**config.mk**
```make
export PLATFORM = sky130hd
export DESIGN_NAME = low_power_mode_controller
export DESIGN_NICKNAME = d
export VERILOG_FILES = /design/src/verilog/lpm_pkg.sv /design/src/verilog/low_power_mode_controller.sv
export SDC_FILE = /design/constraint.sdc
export NUM_CORES = 1
export LEC_CHECK = 0
export BUFFER_PORTS_ARGS = -buffer_cell sky130_fd_sc_hd__buf_2
export CAP_MARGIN = 20
export CORE_AREA = 2 2 91 115
export CTS_BUF_LIST = sky130_fd_sc_hd__clkbuf_4
export DETAILED_ROUTE_END_ITERATION = 8
export DIE_AREA = 0 0 93 117
export PLACE_DENSITY = 0.51
export SLEW_MARGIN = 5
export SYNTH_ARGS = -nofsm -noshare
export SYNTH_HDL_FRONTEND = slang
export SYNTH_SLANG_ARGS = --single-unit
```
**constraint.sdc**
```tcl
create_clock -name clock -period 1.8 [get_ports clock]
set_input_delay 0.54 -clock clock [delete_from_list [all_inputs] [get_ports clock]]
set_output_delay 0.54 -clock clock [all_outputs]
set_load 0.05 [all_outputs]
```
**src/verilog/lpm_pkg.sv**
```systemverilog
package lpm_pkg;

    // Register byte addresses
    localparam logic [7:0] POWER_CONTROL_ADDR        = 8'h00;
    localparam logic [7:0] POWER_STATUS_ADDR         = 8'h04;
    localparam logic [7:0] BACKUP_CONTROL_ADDR       = 8'h08;
    localparam logic [7:0] WATCHDOG_ENABLE_ADDR      = 8'h0C;
    localparam logic [7:0] MODE_STATUS_ADDR          = 8'h10;

    // Power control fields
    localparam int PCR_POWER_DOWN_BIT       = 0;
    localparam int PCR_CLEAR_WAKEUP_BIT     = 2;
    localparam int PCR_CLEAR_STANDBY_BIT    = 3;

    // Power control/status fields
    localparam int PCSR_WAKEUP_FLAG_BIT     = 0;
    localparam int PCSR_STANDBY_FLAG_BIT    = 1;
    localparam int PCSR_WAKEUP_PIN_EN_BIT   = 8;

    // Backup domain control fields
    localparam int BDCR_SLOW_CRYSTAL_BIT    = 0;
    localparam int BDCR_CAL_OUT_BIT         = 2;
    localparam int BDCR_RTC_SEL_LSB         = 8;
    localparam int BDCR_RTC_ENABLE_BIT      = 15;

    // Watchdog enable key bit
    localparam int WDG_START_BIT            = 0;

    // Clock selections for the rtc
    localparam logic [1:0] RTC_SEL_NONE     = 2'h0;
    localparam logic [1:0] RTC_SEL_CRYSTAL  = 2'h1;
    localparam logic [1:0] RTC_SEL_INTERNAL = 2'h2;

    // Reset values
    localparam logic [1:0] RTC_SEL_RESET    = 2'h0;
    localparam int RESET_PHASE_CYCLES       = 16;

    // Operating modes, one-hot
    typedef enum logic [5:0] {
        MODE_RUN       = 6'h01,
        MODE_SLEEP     = 6'h02,
        MODE_STOP_WAIT = 6'h04,
        MODE_STOP      = 6'h08,
        MODE_STANDBY   = 6'h10,
        MODE_WAKE_RST  = 6'h20
    } lpm_mode_t;

    // Wait request from the core
    typedef struct packed {
        logic valid;
        logic is_event;
        logic deep_sleep_select;
    } wait_req_t;

    // Pending conditions sampled at entry
    typedef struct packed {
        logic ext_line;
        logic peripheral;
        logic rtc_alarm_flag;
    } pending_t;

endpackage

```
**src/verilog/low_power_mode_controller.sv**
```systemverilog
// Overview of operation
// - Stop halts core clocks, PLL and both fast oscillators; state retained.
// - In Stop every pad holds its Run level and configuration.
// - Stop entry waits while flash programming is busy.
// - Stop entry waits while a peripheral bus transfer is outstanding.
// - Watchdog once started runs through Stop and Standby until reset.
// - Rtc and slow crystal follow their backup enable bits in low power.
// - Leaving Stop selects the internal fast oscillator as system clock.
// - Stop needs a wait with deep sleep set and power down clear.
// - Any pending line, interrupt or alarm flag cancels the Stop request.
// - Stop exit by interrupt lines after wfi, event lines after wfe.
// - Standby turns off regulator, core supply, PLL and fast oscillators.
// - Standby needs deep sleep, power down, clear wakeup flag, no pending.
// - Standby ends on reset pin, watchdog, wakeup pin edge or alarm rise.
// - Standby wakeup resets registers and restarts like a reset.
// - Standby flag set and kept across the wakeup reset.
// - Standby pads float except reset, calibration output, wakeup pin.
// - Two-bit field picks slow crystal or internal slow oscillator for rtc.
// - Wait with deep sleep clear stops only the cpu clock.
// - Standby exit issues a power reset, not a backup reset.
`timescale 1ns/1ps
module low_power_mode_controller
    import lpm_pkg::*;
#(
    parameter int RESET_CYCLES = RESET_PHASE_CYCLES
) (
    // Clock and reset
    input  wire logic        clock,
    input  wire logic        rst,
    // Register port
    input  wire logic [7:0]  reg_addr,
    input  wire logic [31:0] reg_wdata,
    input  wire logic        reg_write,
    input  wire logic        reg_read,
    output logic      [31:0] reg_rdata,
    // Core wait request
    input  wire wait_req_t   wait_req,
    output logic             core_wake,
    // Entry conditions
    input  wire pending_t    pending,
    input  wire logic        flash_busy,
    input  wire logic        apb_busy,
    // Wakeup sources and watchdog hardware start
    input  wire logic        line_irq_wake,
    input  wire logic        line_event_wake,
    input  wire logic        wakeup_pin,
    input  wire logic        rtc_alarm,
    input  wire logic        reset_pin_n,
    input  wire logic        watchdog_reset,
    input  wire logic        watchdog_hw_start,
    // Clock and supply control
    output logic             cpu_clock_en,
    output logic             core_clock_en,
    output logic             pll_en,
    output logic             internal_fast_osc_en,
    output logic             external_fast_osc_en,
    output logic             select_internal_fast_osc,
    output logic             regulator_en,
    output logic             power_reset,
    // Backup domain control
    output logic             rtc_run,
    output logic             slow_crystal_run,
    output logic       [1:0] rtc_clock_select,
    output logic             watchdog_run,
    // Pad control and mode
    output logic             pad_hold,
    output logic             pad_float,
    output logic             rtc_cal_pin_keep,
    output logic             wakeup_pin_keep,
    output lpm_mode_t        mode
);

    localparam logic [7:0] RESET_LAST = 8'(RESET_CYCLES - 1);

    lpm_mode_t  state_q, state_d;
    logic       wfe_q;
    logic       power_down_select_q;
    logic       wakeup_flag_q;
    logic       standby_flag_q;
    logic       wakeup_pin_en_q;
    logic       low_speed_crystal_on_q;
    logic       rtc_enable_bit_q;
    logic       cal_out_en_q;
    logic [1:0] rtc_sel_q;
    logic       watchdog_run_q;
    logic       wakeup_pin_prev_q;
    logic       rtc_alarm_prev_q;
    logic [7:0] reset_count_q;
    logic       any_pending;
    logic       pin_edge;
    logic       alarm_rise;
    logic       standby_exit;
    logic       stop_exit;
    logic       sleep_exit;
    logic       soft_reset;

    assign any_pending = pending.ext_line | pending.peripheral |
                         pending.rtc_alarm_flag;
    assign pin_edge    = wakeup_pin_en_q & (wakeup_pin ^ wakeup_pin_prev_q);
    assign alarm_rise  = rtc_alarm & ~rtc_alarm_prev_q;
    assign standby_exit = ~reset_pin_n | watchdog_reset | pin_edge |
                          alarm_rise;
    assign stop_exit   = wfe_q ? line_event_wake : line_irq_wake;
    assign sleep_exit  = stop_exit | pending.peripheral;
    assign soft_reset  = rst | (state_q == MODE_WAKE_RST);

    // Mode sequencing
    always_comb begin
        state_d = state_q;
        case (state_q)
            MODE_RUN: begin
                if (wait_req.valid) begin
                    if (!wait_req.deep_sleep_select) begin
                        state_d = MODE_SLEEP;
                    end else if (!power_down_select_q) begin
                        if (!any_pending) begin
                            state_d = MODE_STOP_WAIT;
                        end
                    end else if (!any_pending && !wakeup_flag_q) begin
                        state_d = MODE_STANDBY;
                    end
                end
            end
            MODE_SLEEP: begin
                if (sleep_exit) begin
                    state_d = MODE_RUN;
                end
            end
            MODE_STOP_WAIT: begin
                if (!flash_busy && !apb_busy) begin
                    state_d = MODE_STOP;
                end
            end
            MODE_STOP: begin
                if (stop_exit) begin
                    state_d = MODE_RUN;
                end
            end
            MODE_STANDBY: begin
                if (standby_exit) begin
                    state_d = MODE_WAKE_RST;
                end
            end
            MODE_WAKE_RST: begin
                if (reset_count_q == RESET_LAST) begin
                    state_d = MODE_RUN;
                end
            end
            default: begin
                state_d = MODE_RUN;
            end
        endcase
    end

    always_ff @(posedge clock) begin
        if (rst) begin
            state_q <= MODE_RUN;
        end else begin
            state_q <= state_d;
        end
    end

    // Entry instruction kind
    always_ff @(posedge clock) begin
        if (rst) begin
            wfe_q <= 1'b0;
        end else if (state_q == MODE_RUN && wait_req.valid) begin
            wfe_q <= wait_req.is_event;
        end
    end

    // Reset phase counter
    always_ff @(posedge clock) begin
        if (rst || state_q != MODE_WAKE_RST) begin
            reset_count_q <= 8'h00;
        end else begin
            reset_count_q <= reset_count_q + 8'h01;
        end
    end

    // Edge history of wakeup inputs
    always_ff @(posedge clock) begin
        if (rst) begin
            wakeup_pin_prev_q <= 1'b0;
            rtc_alarm_prev_q  <= 1'b0;
        end else begin
            wakeup_pin_prev_q <= wakeup_pin;
            rtc_alarm_prev_q  <= rtc_alarm;
        end
    end

    // Power control register and wakeup pin enable, lost in the wakeup reset
    always_ff @(posedge clock) begin
        if (soft_reset) begin
            power_down_select_q <= 1'b0;
            wakeup_pin_en_q     <= 1'b0;
        end else if (reg_write && reg_addr == POWER_CONTROL_ADDR) begin
            power_down_select_q <= reg_wdata[PCR_POWER_DOWN_BIT];
        end else if (reg_write && reg_addr == POWER_STATUS_ADDR) begin
            wakeup_pin_en_q <= reg_wdata[PCSR_WAKEUP_PIN_EN_BIT];
        end
    end

    // Wakeup flag, set wins over clear
    always_ff @(posedge clock) begin
        if (rst) begin
            wakeup_flag_q <= 1'b0;
        end else if (pin_edge || alarm_rise) begin
            wakeup_flag_q <= 1'b1;
        end else if (reg_write && reg_addr == POWER_CONTROL_ADDR &&
                     reg_wdata[PCR_CLEAR_WAKEUP_BIT]) begin
            wakeup_flag_q <= 1'b0;
        end
    end

    // Standby flag, survives the wakeup reset
    always_ff @(posedge clock) begin
        if (rst) begin
            standby_flag_q <= 1'b0;
        end else if (state_q == MODE_STANDBY) begin
            standby_flag_q <= 1'b1;
        end else if (reg_write && reg_addr == POWER_CONTROL_ADDR &&
                     reg_wdata[PCR_CLEAR_STANDBY_BIT]) begin
            standby_flag_q <= 1'b0;
        end
    end

    // Backup domain control
    always_ff @(posedge clock) begin
        if (rst) begin
            low_speed_crystal_on_q <= 1'b0;
            rtc_enable_bit_q       <= 1'b0;
            cal_out_en_q           <= 1'b0;
            rtc_sel_q              <= RTC_SEL_RESET;
        end else if (reg_write && reg_addr == BACKUP_CONTROL_ADDR) begin
            low_speed_crystal_on_q <= reg_wdata[BDCR_SLOW_CRYSTAL_BIT];
            rtc_enable_bit_q       <= reg_wdata[BDCR_RTC_ENABLE_BIT];
            cal_out_en_q           <= reg_wdata[BDCR_CAL_OUT_BIT];
            rtc_sel_q              <=
                reg_wdata[BDCR_RTC_SEL_LSB +: 2];
        end
    end

    // Watchdog start, cleared only by reset
    always_ff @(posedge clock) begin
        if (rst) begin
            watchdog_run_q <= 1'b0;
        end else if (watchdog_hw_start ||
                     (reg_write && reg_addr == WATCHDOG_ENABLE_ADDR &&
                      reg_wdata[WDG_START_BIT])) begin
            watchdog_run_q <= 1'b1;
        end
    end

    // Read data
    always_ff @(posedge clock) begin
        if (rst || !reg_read) begin
            reg_rdata <= 32'h0000_0000;
        end else begin
            reg_rdata <= 32'h0000_0000;
            case (reg_addr)
                POWER_CONTROL_ADDR: begin
                    reg_rdata[PCR_POWER_DOWN_BIT] <= power_down_select_q;
                end
                POWER_STATUS_ADDR: begin
                    reg_rdata[PCSR_WAKEUP_FLAG_BIT]   <= wakeup_flag_q;
                    reg_rdata[PCSR_STANDBY_FLAG_BIT]  <= standby_flag_q;
                    reg_rdata[PCSR_WAKEUP_PIN_EN_BIT] <= wakeup_pin_en_q;
                end
                BACKUP_CONTROL_ADDR: begin
                    reg_rdata[BDCR_SLOW_CRYSTAL_BIT] <= low_speed_crystal_on_q;
                    reg_rdata[BDCR_CAL_OUT_BIT]      <= cal_out_en_q;
                    reg_rdata[BDCR_RTC_SEL_LSB +: 2] <= rtc_sel_q;
                    reg_rdata[BDCR_RTC_ENABLE_BIT]   <= rtc_enable_bit_q;
                end
                WATCHDOG_ENABLE_ADDR: begin
                    reg_rdata[WDG_START_BIT] <= watchdog_run_q;
                end
                MODE_STATUS_ADDR: begin
                    reg_rdata[5:0] <= state_q;
                end
                default: begin
                    reg_rdata <= 32'h0000_0000;
                end
            endcase
        end
    end

    // Clock and supply outputs follow the next mode
    always_ff @(posedge clock) begin
        if (rst) begin
            cpu_clock_en         <= 1'b1;
            core_clock_en        <= 1'b1;
            pll_en               <= 1'b1;
            internal_fast_osc_en <= 1'b1;
            external_fast_osc_en <= 1'b1;
            regulator_en         <= 1'b1;
        end else begin
            cpu_clock_en  <= (state_d == MODE_RUN);
            core_clock_en <= state_d inside {MODE_RUN, MODE_SLEEP,
                                             MODE_STOP_WAIT};
            pll_en        <= !(state_d inside {MODE_STOP, MODE_STANDBY,
                                               MODE_WAKE_RST});
            internal_fast_osc_en <= !(state_d inside {MODE_STOP,
                                                      MODE_STANDBY});
            external_fast_osc_en <= !(state_d inside {MODE_STOP,
                                                      MODE_STANDBY,
                                                      MODE_WAKE_RST});
            regulator_en  <= (state_d != MODE_STANDBY);
        end
    end

    // Exit pulses
    always_ff @(posedge clock) begin
        if (rst) begin
            select_internal_fast_osc <= 1'b0;
            core_wake                <= 1'b0;
            power_reset              <= 1'b0;
        end else begin
            select_internal_fast_osc <= (state_q == MODE_STOP) &&
                                        stop_exit;
            core_wake   <= (state_q == MODE_STOP || state_q == MODE_SLEEP) &&
                           (state_d == MODE_RUN);
            power_reset <= (state_d == MODE_WAKE_RST);
        end
    end

    // Backup domain and pad outputs
    always_ff @(posedge clock) begin
        if (rst) begin
            rtc_run          <= 1'b0;
            slow_crystal_run <= 1'b0;
            rtc_clock_select <= RTC_SEL_RESET;
            watchdog_run     <= 1'b0;
            pad_hold         <= 1'b0;
            pad_float        <= 1'b0;
            rtc_cal_pin_keep <= 1'b0;
            wakeup_pin_keep  <= 1'b0;
            mode             <= MODE_RUN;
        end else begin
            rtc_run          <= rtc_enable_bit_q;
            slow_crystal_run <= low_speed_crystal_on_q;
            rtc_clock_select <= rtc_sel_q;
            watchdog_run     <= watchdog_run_q;
            pad_hold         <= state_d inside {MODE_STOP};
            pad_float        <= (state_d == MODE_STANDBY);
            rtc_cal_pin_keep <= (state_d == MODE_STANDBY) && cal_out_en_q;
            wakeup_pin_keep  <= (state_d == MODE_STANDBY) && wakeup_pin_en_q;
            mode             <= state_d;
        end
    end
endmodule

```
==> flow_metrics.tcl, run 1 <==
set metrics [dict create \
    status "completed" \
    fin_ws_ns 0.102 \
    synth_cell_types 58 \
    vias_per_cell 4.15 \
    crit_chain "buf_4 -> buf_2" \
    setup_violations 0 \
    path_clk_slew_ns 0.15 \
    min_path_type "input port to flip-flop" \
    yosysMostFrequentCell "dfxtp_1" \
    dpl_cell_area_um2 2910 \
    ys_top_cells_by_area "dfxtp_1, buf_4, mux2i_1" \
    worst-r2r-setup-slack_ns 0.13 \
    n_antenna_cell 0 \
    fin_crit_ns 1.70 \
    cts_made_buffers 5 \
    drt_iter0_drc 66 \
    cts_buffer_depth 2 \
    dp_slack_ns -0.215 \
    crit_slowest_cell "dfxtp_2" \
    synth_top_area_frac 0.445 \
    fp-row-count 41 \
    synth_common_cells "dfxtp_1, buf_4, nor2_1" \
    path_buf_inv 2 \
    synth_xor_area_frac 0.0331 \
    min_period_over_period 0.943 \
    hold_viol 0 \
    ant_nets 0 \
    first_global_vias 1800 \
    pwr_density_cell_nw_per_um2 731 \
    area_delta_synth_final_pct 26.4 \
    post_drt_wl_per_cell_um 11.4 \
    synthArstFlopShare 0 \
    crit_path_max_fanout 5 \
    hpwlAfterDp_um 4340 \
    synth_warnings 0 \
    drcViolationCount 0 \
    critical_path_class "flip-flop to primary output" \
    drive_gt1_frac 0.356 \
    clock_power_share 0.299 \
    grt_util_all_layers 0.0994 \
    internal_power_uw 1580 \
    root_buffer "clkbuf_4" \
    yosys.area_share.simple 0.266 \
    routed_wl_um 5260 \
    multi_input_area_um2 1180 \
    maxCapViolations 0 \
    ff_latch_area_um2 1070 \
    slew_viol_final 0 \
    placed_cells 452 \
    die_area_um2 10900 \
    fp.dieH_um 117 \
    vdd_drop_max_mv 0.233 \
    synthMuxAreaShare 0.0420 \
    die_x_um 93 \
    antenna_found_initial 0 \
    cts_sinks 53 \
    p_seq_frac 0.546 \
    synth-compound-area-share 0.103 \
    grt_first_pass_wirelength_um 8470 \
    skew_ns 0.0102 \
    cts_setup_buffers 0 \
    cts_tree "yes" \
    max_freq_mhz 589 \
    gp_congestion 0.801 \
    synthCells 243 \
    cellLeakagePower_uw 0.00135 \
    cpPeakStageDelay_ns 0.40 \
    clk_latency_ns 0.37 \
    design_area_um2 3010 \
    ys_ff_latch 53 \
    cp.arrival_ns 1.16 \
    core-area_um2 9850 \
    synth_top_family_by_area "simple AND/OR/NAND/NOR gates" \
    stdcell_count 460 \
    floorplan.initialDensity 0.242 \
    final_nets 390 \
    synth.avg_cell_area_um2 9.80 \
    p_switching_uw 625 \
    num_vias 1908 \
    fillers 1071 \
    synth_top_cell_by_area "dfxtp_1" \
    synth_edf_count 0 \
    synth_fa_ha_area_frac 0.00525 \
    synth-main-ff-cell "dfxtp_1" \
    path_delay_family "buffers and inverters" \
    cp_data_required_time_ns 1.26 \
    p_sw_frac 0.284 \
    synth_area_um2 2380 \
    grt_max_degree 18 \
    pin_count 115 \
    p_comb_frac 0.154 \
    worstSetupStartpointType "flip-flop" \
    htreeDepth 2 \
    seq_area_frac_synth 0.445 \
    cp-end-kind "primary output" \
    rsz0062_at_grt "false" \
    first_pass_iters 4 \
    grt_overflow 0 \
    port_buffers 65 \
]
==> cells in the final DEF (no fill, tap or decap), types with 2 or more instances in the layout <==
cell type,count
or3b_1,2
nor3b_1,2
dfxtp_2,6
a211oi_1,3
xnor2_1,2
conb_1,23
a221oi_1,2
and3_1,2
nor2b_1,12
nand2_1,13
inv_1,3
nor3_1,8
o21ai_0,5
mux2i_1,10
nor2_2,2
nand3_1,10
buf_4,24
nor2_1,22
nand4b_1,3
dfxtp_1,47
o32ai_1,2
nand2b_1,2
and2_1,7
a22o_1,2
xor2_1,7
nor2_4,2
a21oi_1,6
and4b_1,2
buf_2,64
clkbuf_4,6
==> through the flow <==
step | TNS, ns | hold slack, ns | power (uW) | utilization
floorplan | -0.322 | 0.413 | 1500 | -
global placement | -3.76 | 0.425 | 1560 | 0.296
detailed placement | -3.87 | 0.432 | 1570 | 0.296
CTS | 0 | 0.376 | 2220 | 0.304
global route | 0 | 0.390 | 2310 | 0.306
finish | 0 | 0.383 | 2200 | 0.306
==> final timing paths <==
check / from / endpoint / cells past startpoint
max: mode[3]$_SDFF_PP0_ / mode[3] / 2
min: watchdog_hw_start / watchdog_run_q$_SDFFE_PP0P_ / 3
max reg2reg: mode[3]$_SDFF_PP0_ / cpu_clock_en$_SDFF_PP1_ / 5
min reg2reg: reset_count_q[0]$_SDFF_PP0_ / reset_count_q[0]$_SDFF_PP0_ / 1
==> cells by family after synthesis <==
| logic type | count (synthesis) |
|---|---|
| mux | 10 |
| simple gates | 105 |
| other cells | 1 |
| flops | 53 |
| fa+ha+maj | 1 |
| compound gates | 29 |
| xor+xnor | 9 |
| buf+inv | 35 |
==> routing by layer <==
metal / global-route usage / vias up / share of wire
li1: - / 969 / -
met1: 0.113 / 869 / 0.43
met2: 0.177 / 64 / 0.48
met3: 0.0327 / 6 / 0.075
met4: 0.0324 / 0 / 0.013
met5: 0 / - / 0
==> state kept, by name (all words and copies together) (netlist names), 2 cells and up <==
name              flops
reg_rdata             9
reset_count_q         8
rtc_sel_q             2
mode                  6
rtc_clock_select      2
==> what timing repair did <==
action	4_1_cts	5_1_grt
setup endpoints to repair	0	6
gates resized for setup	0	4
hold buffers	0	0
==> worst register-to-register path: stages, from the launching register on <==
cell,delay (ns)
dfxtp_2,0.37
nor2_1,0.16
and4b_1,0.34
a211oi_2,0.09
or2_1,0.24
or3b_1,0.38
==> power by group through the flow <==
stage | clock, uW | combinational (uW) | sequential (uW)
final | 659 | 339 | 1200
after CTS | 682 | 339 | 1200
after detailed placement | 0 | 338 | 1230
after floorplan | 0 | 250 | 1250
after global placement | 0 | 335 | 1230
after global routing | 738 | 365 | 1210
==> area by class of cell <==
cell class	count	area share
clock buffer	5	0.0125
clock inverter	3	0.0137
inverter	4	0.00499
multi-input combinational	177	0.392
sequential	53	0.355
tap	129	0.0536
timing repair buffer	89	0.169
No activity file was read; power rests on OpenSTA's default activity.
==> run 2: changes to the inputs <==
--- a/config.mk
+++ b/config.mk
@@ -8,9 +8,10 @@
 export BUFFER_PORTS_ARGS = -buffer_cell sky130_fd_sc_hd__buf_2
 export CAP_MARGIN = 20
 export CORE_AREA = 2 2 91 115
-export CTS_BUF_LIST = sky130_fd_sc_hd__clkbuf_4
 export DETAILED_ROUTE_END_ITERATION = 8
 export DIE_AREA = 0 0 93 117
+export GPL_TIMING_DRIVEN = 1
+export MAX_ROUTING_LAYER = met4
 export PLACE_DENSITY = 0.51
 export SLEW_MARGIN = 5
 export SYNTH_ARGS = -nofsm -noshare
==> run 2 against run 1 <==
Compared with the run above: critical path type is now input port to flip-flop; hold slack gained 0.054 ns; sequential power is essentially flat; global-route usage grew 0.37 points; core utilization grew 0.97 points; critical path depth grew 4; total power grew 20%; sequential share of layout area shrank 1.1 points.
==> flow_metrics.tcl, run 2 (synthesis results as in run 1) <==
set metrics [dict create \
    vias_per_cell 4.15 \
    cts_setup_buffers 0 \
    drcViolationCount 0 \
    final_nets 390 \
    cts_hold_buf 0 \
    path_buf_inv 1 \
    path_delay_family "simple AND/OR/NAND/NOR gates" \
    cellLeakagePower_uw 0.00139 \
    hp-start "reset_count_q[0]$_SDFF_PP0_" \
    die_area_um2 10900 \
    skew_ns 0.00241 \
    slew_viol_final 0 \
    dp_slack_ns -0.215 \
    cp.arrival_ns 1.93 \
    pin_count 115 \
    layout_common_cells "buf_2, dfxtp_1, buf_4, conb_1, nor2_1" \
    cts_tree "yes" \
    first_pass_iters 4 \
    maxCapViolations 0 \
    post_drt_wl_per_cell_um 11.5 \
    r2r-start "mode[2]$_SDFF_PP0_" \
    largest_register_ffs 9 \
    final_common_cell "buf_2" \
    fin_ws_ns 0.0969 \
    ant_nets 0 \
    path_depth 6 \
    fp.dieH_um 117 \
    core-area_um2 9850 \
    drt_iter0_drc 62 \
    crit_path_max_fanout 7 \
    n_antenna_cell 0 \
    regMostFlops "reg_rdata" \
    grt_overflow 0 \
    max_freq_mhz 587 \
    cts_buffer_depth 2 \
    crit_slowest_cell "or3b_4" \
    die_x_um 93 \
    antenna_found_initial 0 \
    first_global_vias 1812 \
    drive_gt1_frac 0.356 \
    fp-row-count 41 \
    cts_made_buffers 5 \
    area_delta_synth_final_pct 30.4 \
    crit_chain "buf_2 -> and2b_1 -> a2111oi_4 -> or3b_4 -> o31ai_4 -> and2_1" \
    worstSetupStartpointType "input port" \
    pwr_density_cell_nw_per_um2 852 \
    grt_util_all_layers 0.103 \
    grt_max_degree 18 \
    min_path_type "flip-flop to flip-flop" \
    port_buffers 65 \
    crit_start "rtc_alarm" \
    cp_data_required_time_ns 2.03 \
    worst-r2r-setup-slack_ns 0.11 \
    fin_crit_ns 1.70 \
    root_buffer "clkbuf_16" \
    setup_violations 0 \
    hold_viol 0 \
    cp-end-kind "flip-flop" \
    min_period_over_period 0.946 \
    path_clk_slew_ns 0.07 \
    fin_util 0.315 \
    status "completed" \
    reg.largest.list "reg_rdata x9, reset_count_q x8, mode x6" \
    critical_path_class "input port to flip-flop" \
    routed_wl_um 5280 \
    htreeDepth 2 \
    ff2ff_path_depth 6 \
    grt_first_pass_wirelength_um 8540 \
    rsz0062_at_grt "false" \
    cts_sinks 53 \
    cpPeakStageDelay_ns 0.44 \
    totalNegativeSetupSlack_ns 0 \
    r2r_end "mode[2]$_SDFF_PP0_" \
    hpwlAfterDp_um 4340 \
    vdd_drop_max_mv 0.328 \
    cp-endpoint "wakeup_pin_keep$_SDFF_PP0_" \
    clk_latency_ns 0.28 \
    floorplan.initialDensity 0.242 \
    gp_congestion 0.812 \
    num_vias 1909 \
]
[run 2: changes by cell type in the layout (fill, tap and decap cells not counted)]
cell | previous run | this run
buf_2 | 64 | 65
clkbuf_8 | 0 | 1
clkbuf_4 | 6 | 0
nor4b_2 | 1 | 0
nor4b_1 | 0 | 1
nor3b_2 | 1 | 0
clkbuf_16 | 0 | 5
nor3b_4 | 0 | 1
clkinv_1 | 1 | 0
[run 2: final cells by class]
cell class,count,area [um2]
fillers,1060,6740
multi-input cells,177,1180
flip-flops and latches,53,1070
repair buffers,89,505
well taps,129,161
clock buffers,6,139
clock inverters,2,37.5
inverters,4,15.0
[run 2: layer usage]
metal	track usage	routed length, um
met4	0.0353	58
met2	0.177	2520
met1	0.117	2330
met5	-	0
met3	0.0269	365
[run 2: repair_timing]
action	CTS	global route
hold endpoints to repair	0	0
gates resized for setup	0	3
setup endpoints to repair	0	8
[run 2: worst min-delay path by stage]
stage	endpoint	slack (ns)	cells past startpoint
2_1_floorplan	reset_count_q[0]$_SDFF_PP0_	0.41	1
3_3_place_gp	reset_count_q[0]$_SDFF_PP0_	0.42	1
3_5_place_dp	reset_count_q[0]$_SDFF_PP0_	0.43	1
4_1_cts	reset_count_q[0]$_SDFF_PP0_	0.44	1
5_1_grt	reset_count_q[0]$_SDFF_PP0_	0.47	1
6_report	reset_count_q[0]$_SDFF_PP0_	0.44	1
[run 2: through the flow]
step | hold WS [ns] | std cells | power, uW | cell area (um2)
finish | 0.437 | 460 | 2650 | 3110
CTS | 0.443 | 460 | 2670 | 3090
detailed placement | 0.432 | 452 | 1570 | 2910
global route | 0.471 | 460 | 2760 | 3110
floorplan | 0.413 | 265 | 1500 | 2480
global placement | 0.425 | 452 | 1560 | 2910
[run 2: where the power goes]
part	leakage, uW	total [uW]	internal, uW	switching (uW)
Clock	0.0000831	1110	694	412
Sequential	0.000431	1200	1190	12.5
Combinational	0.000879	340	97.7	242
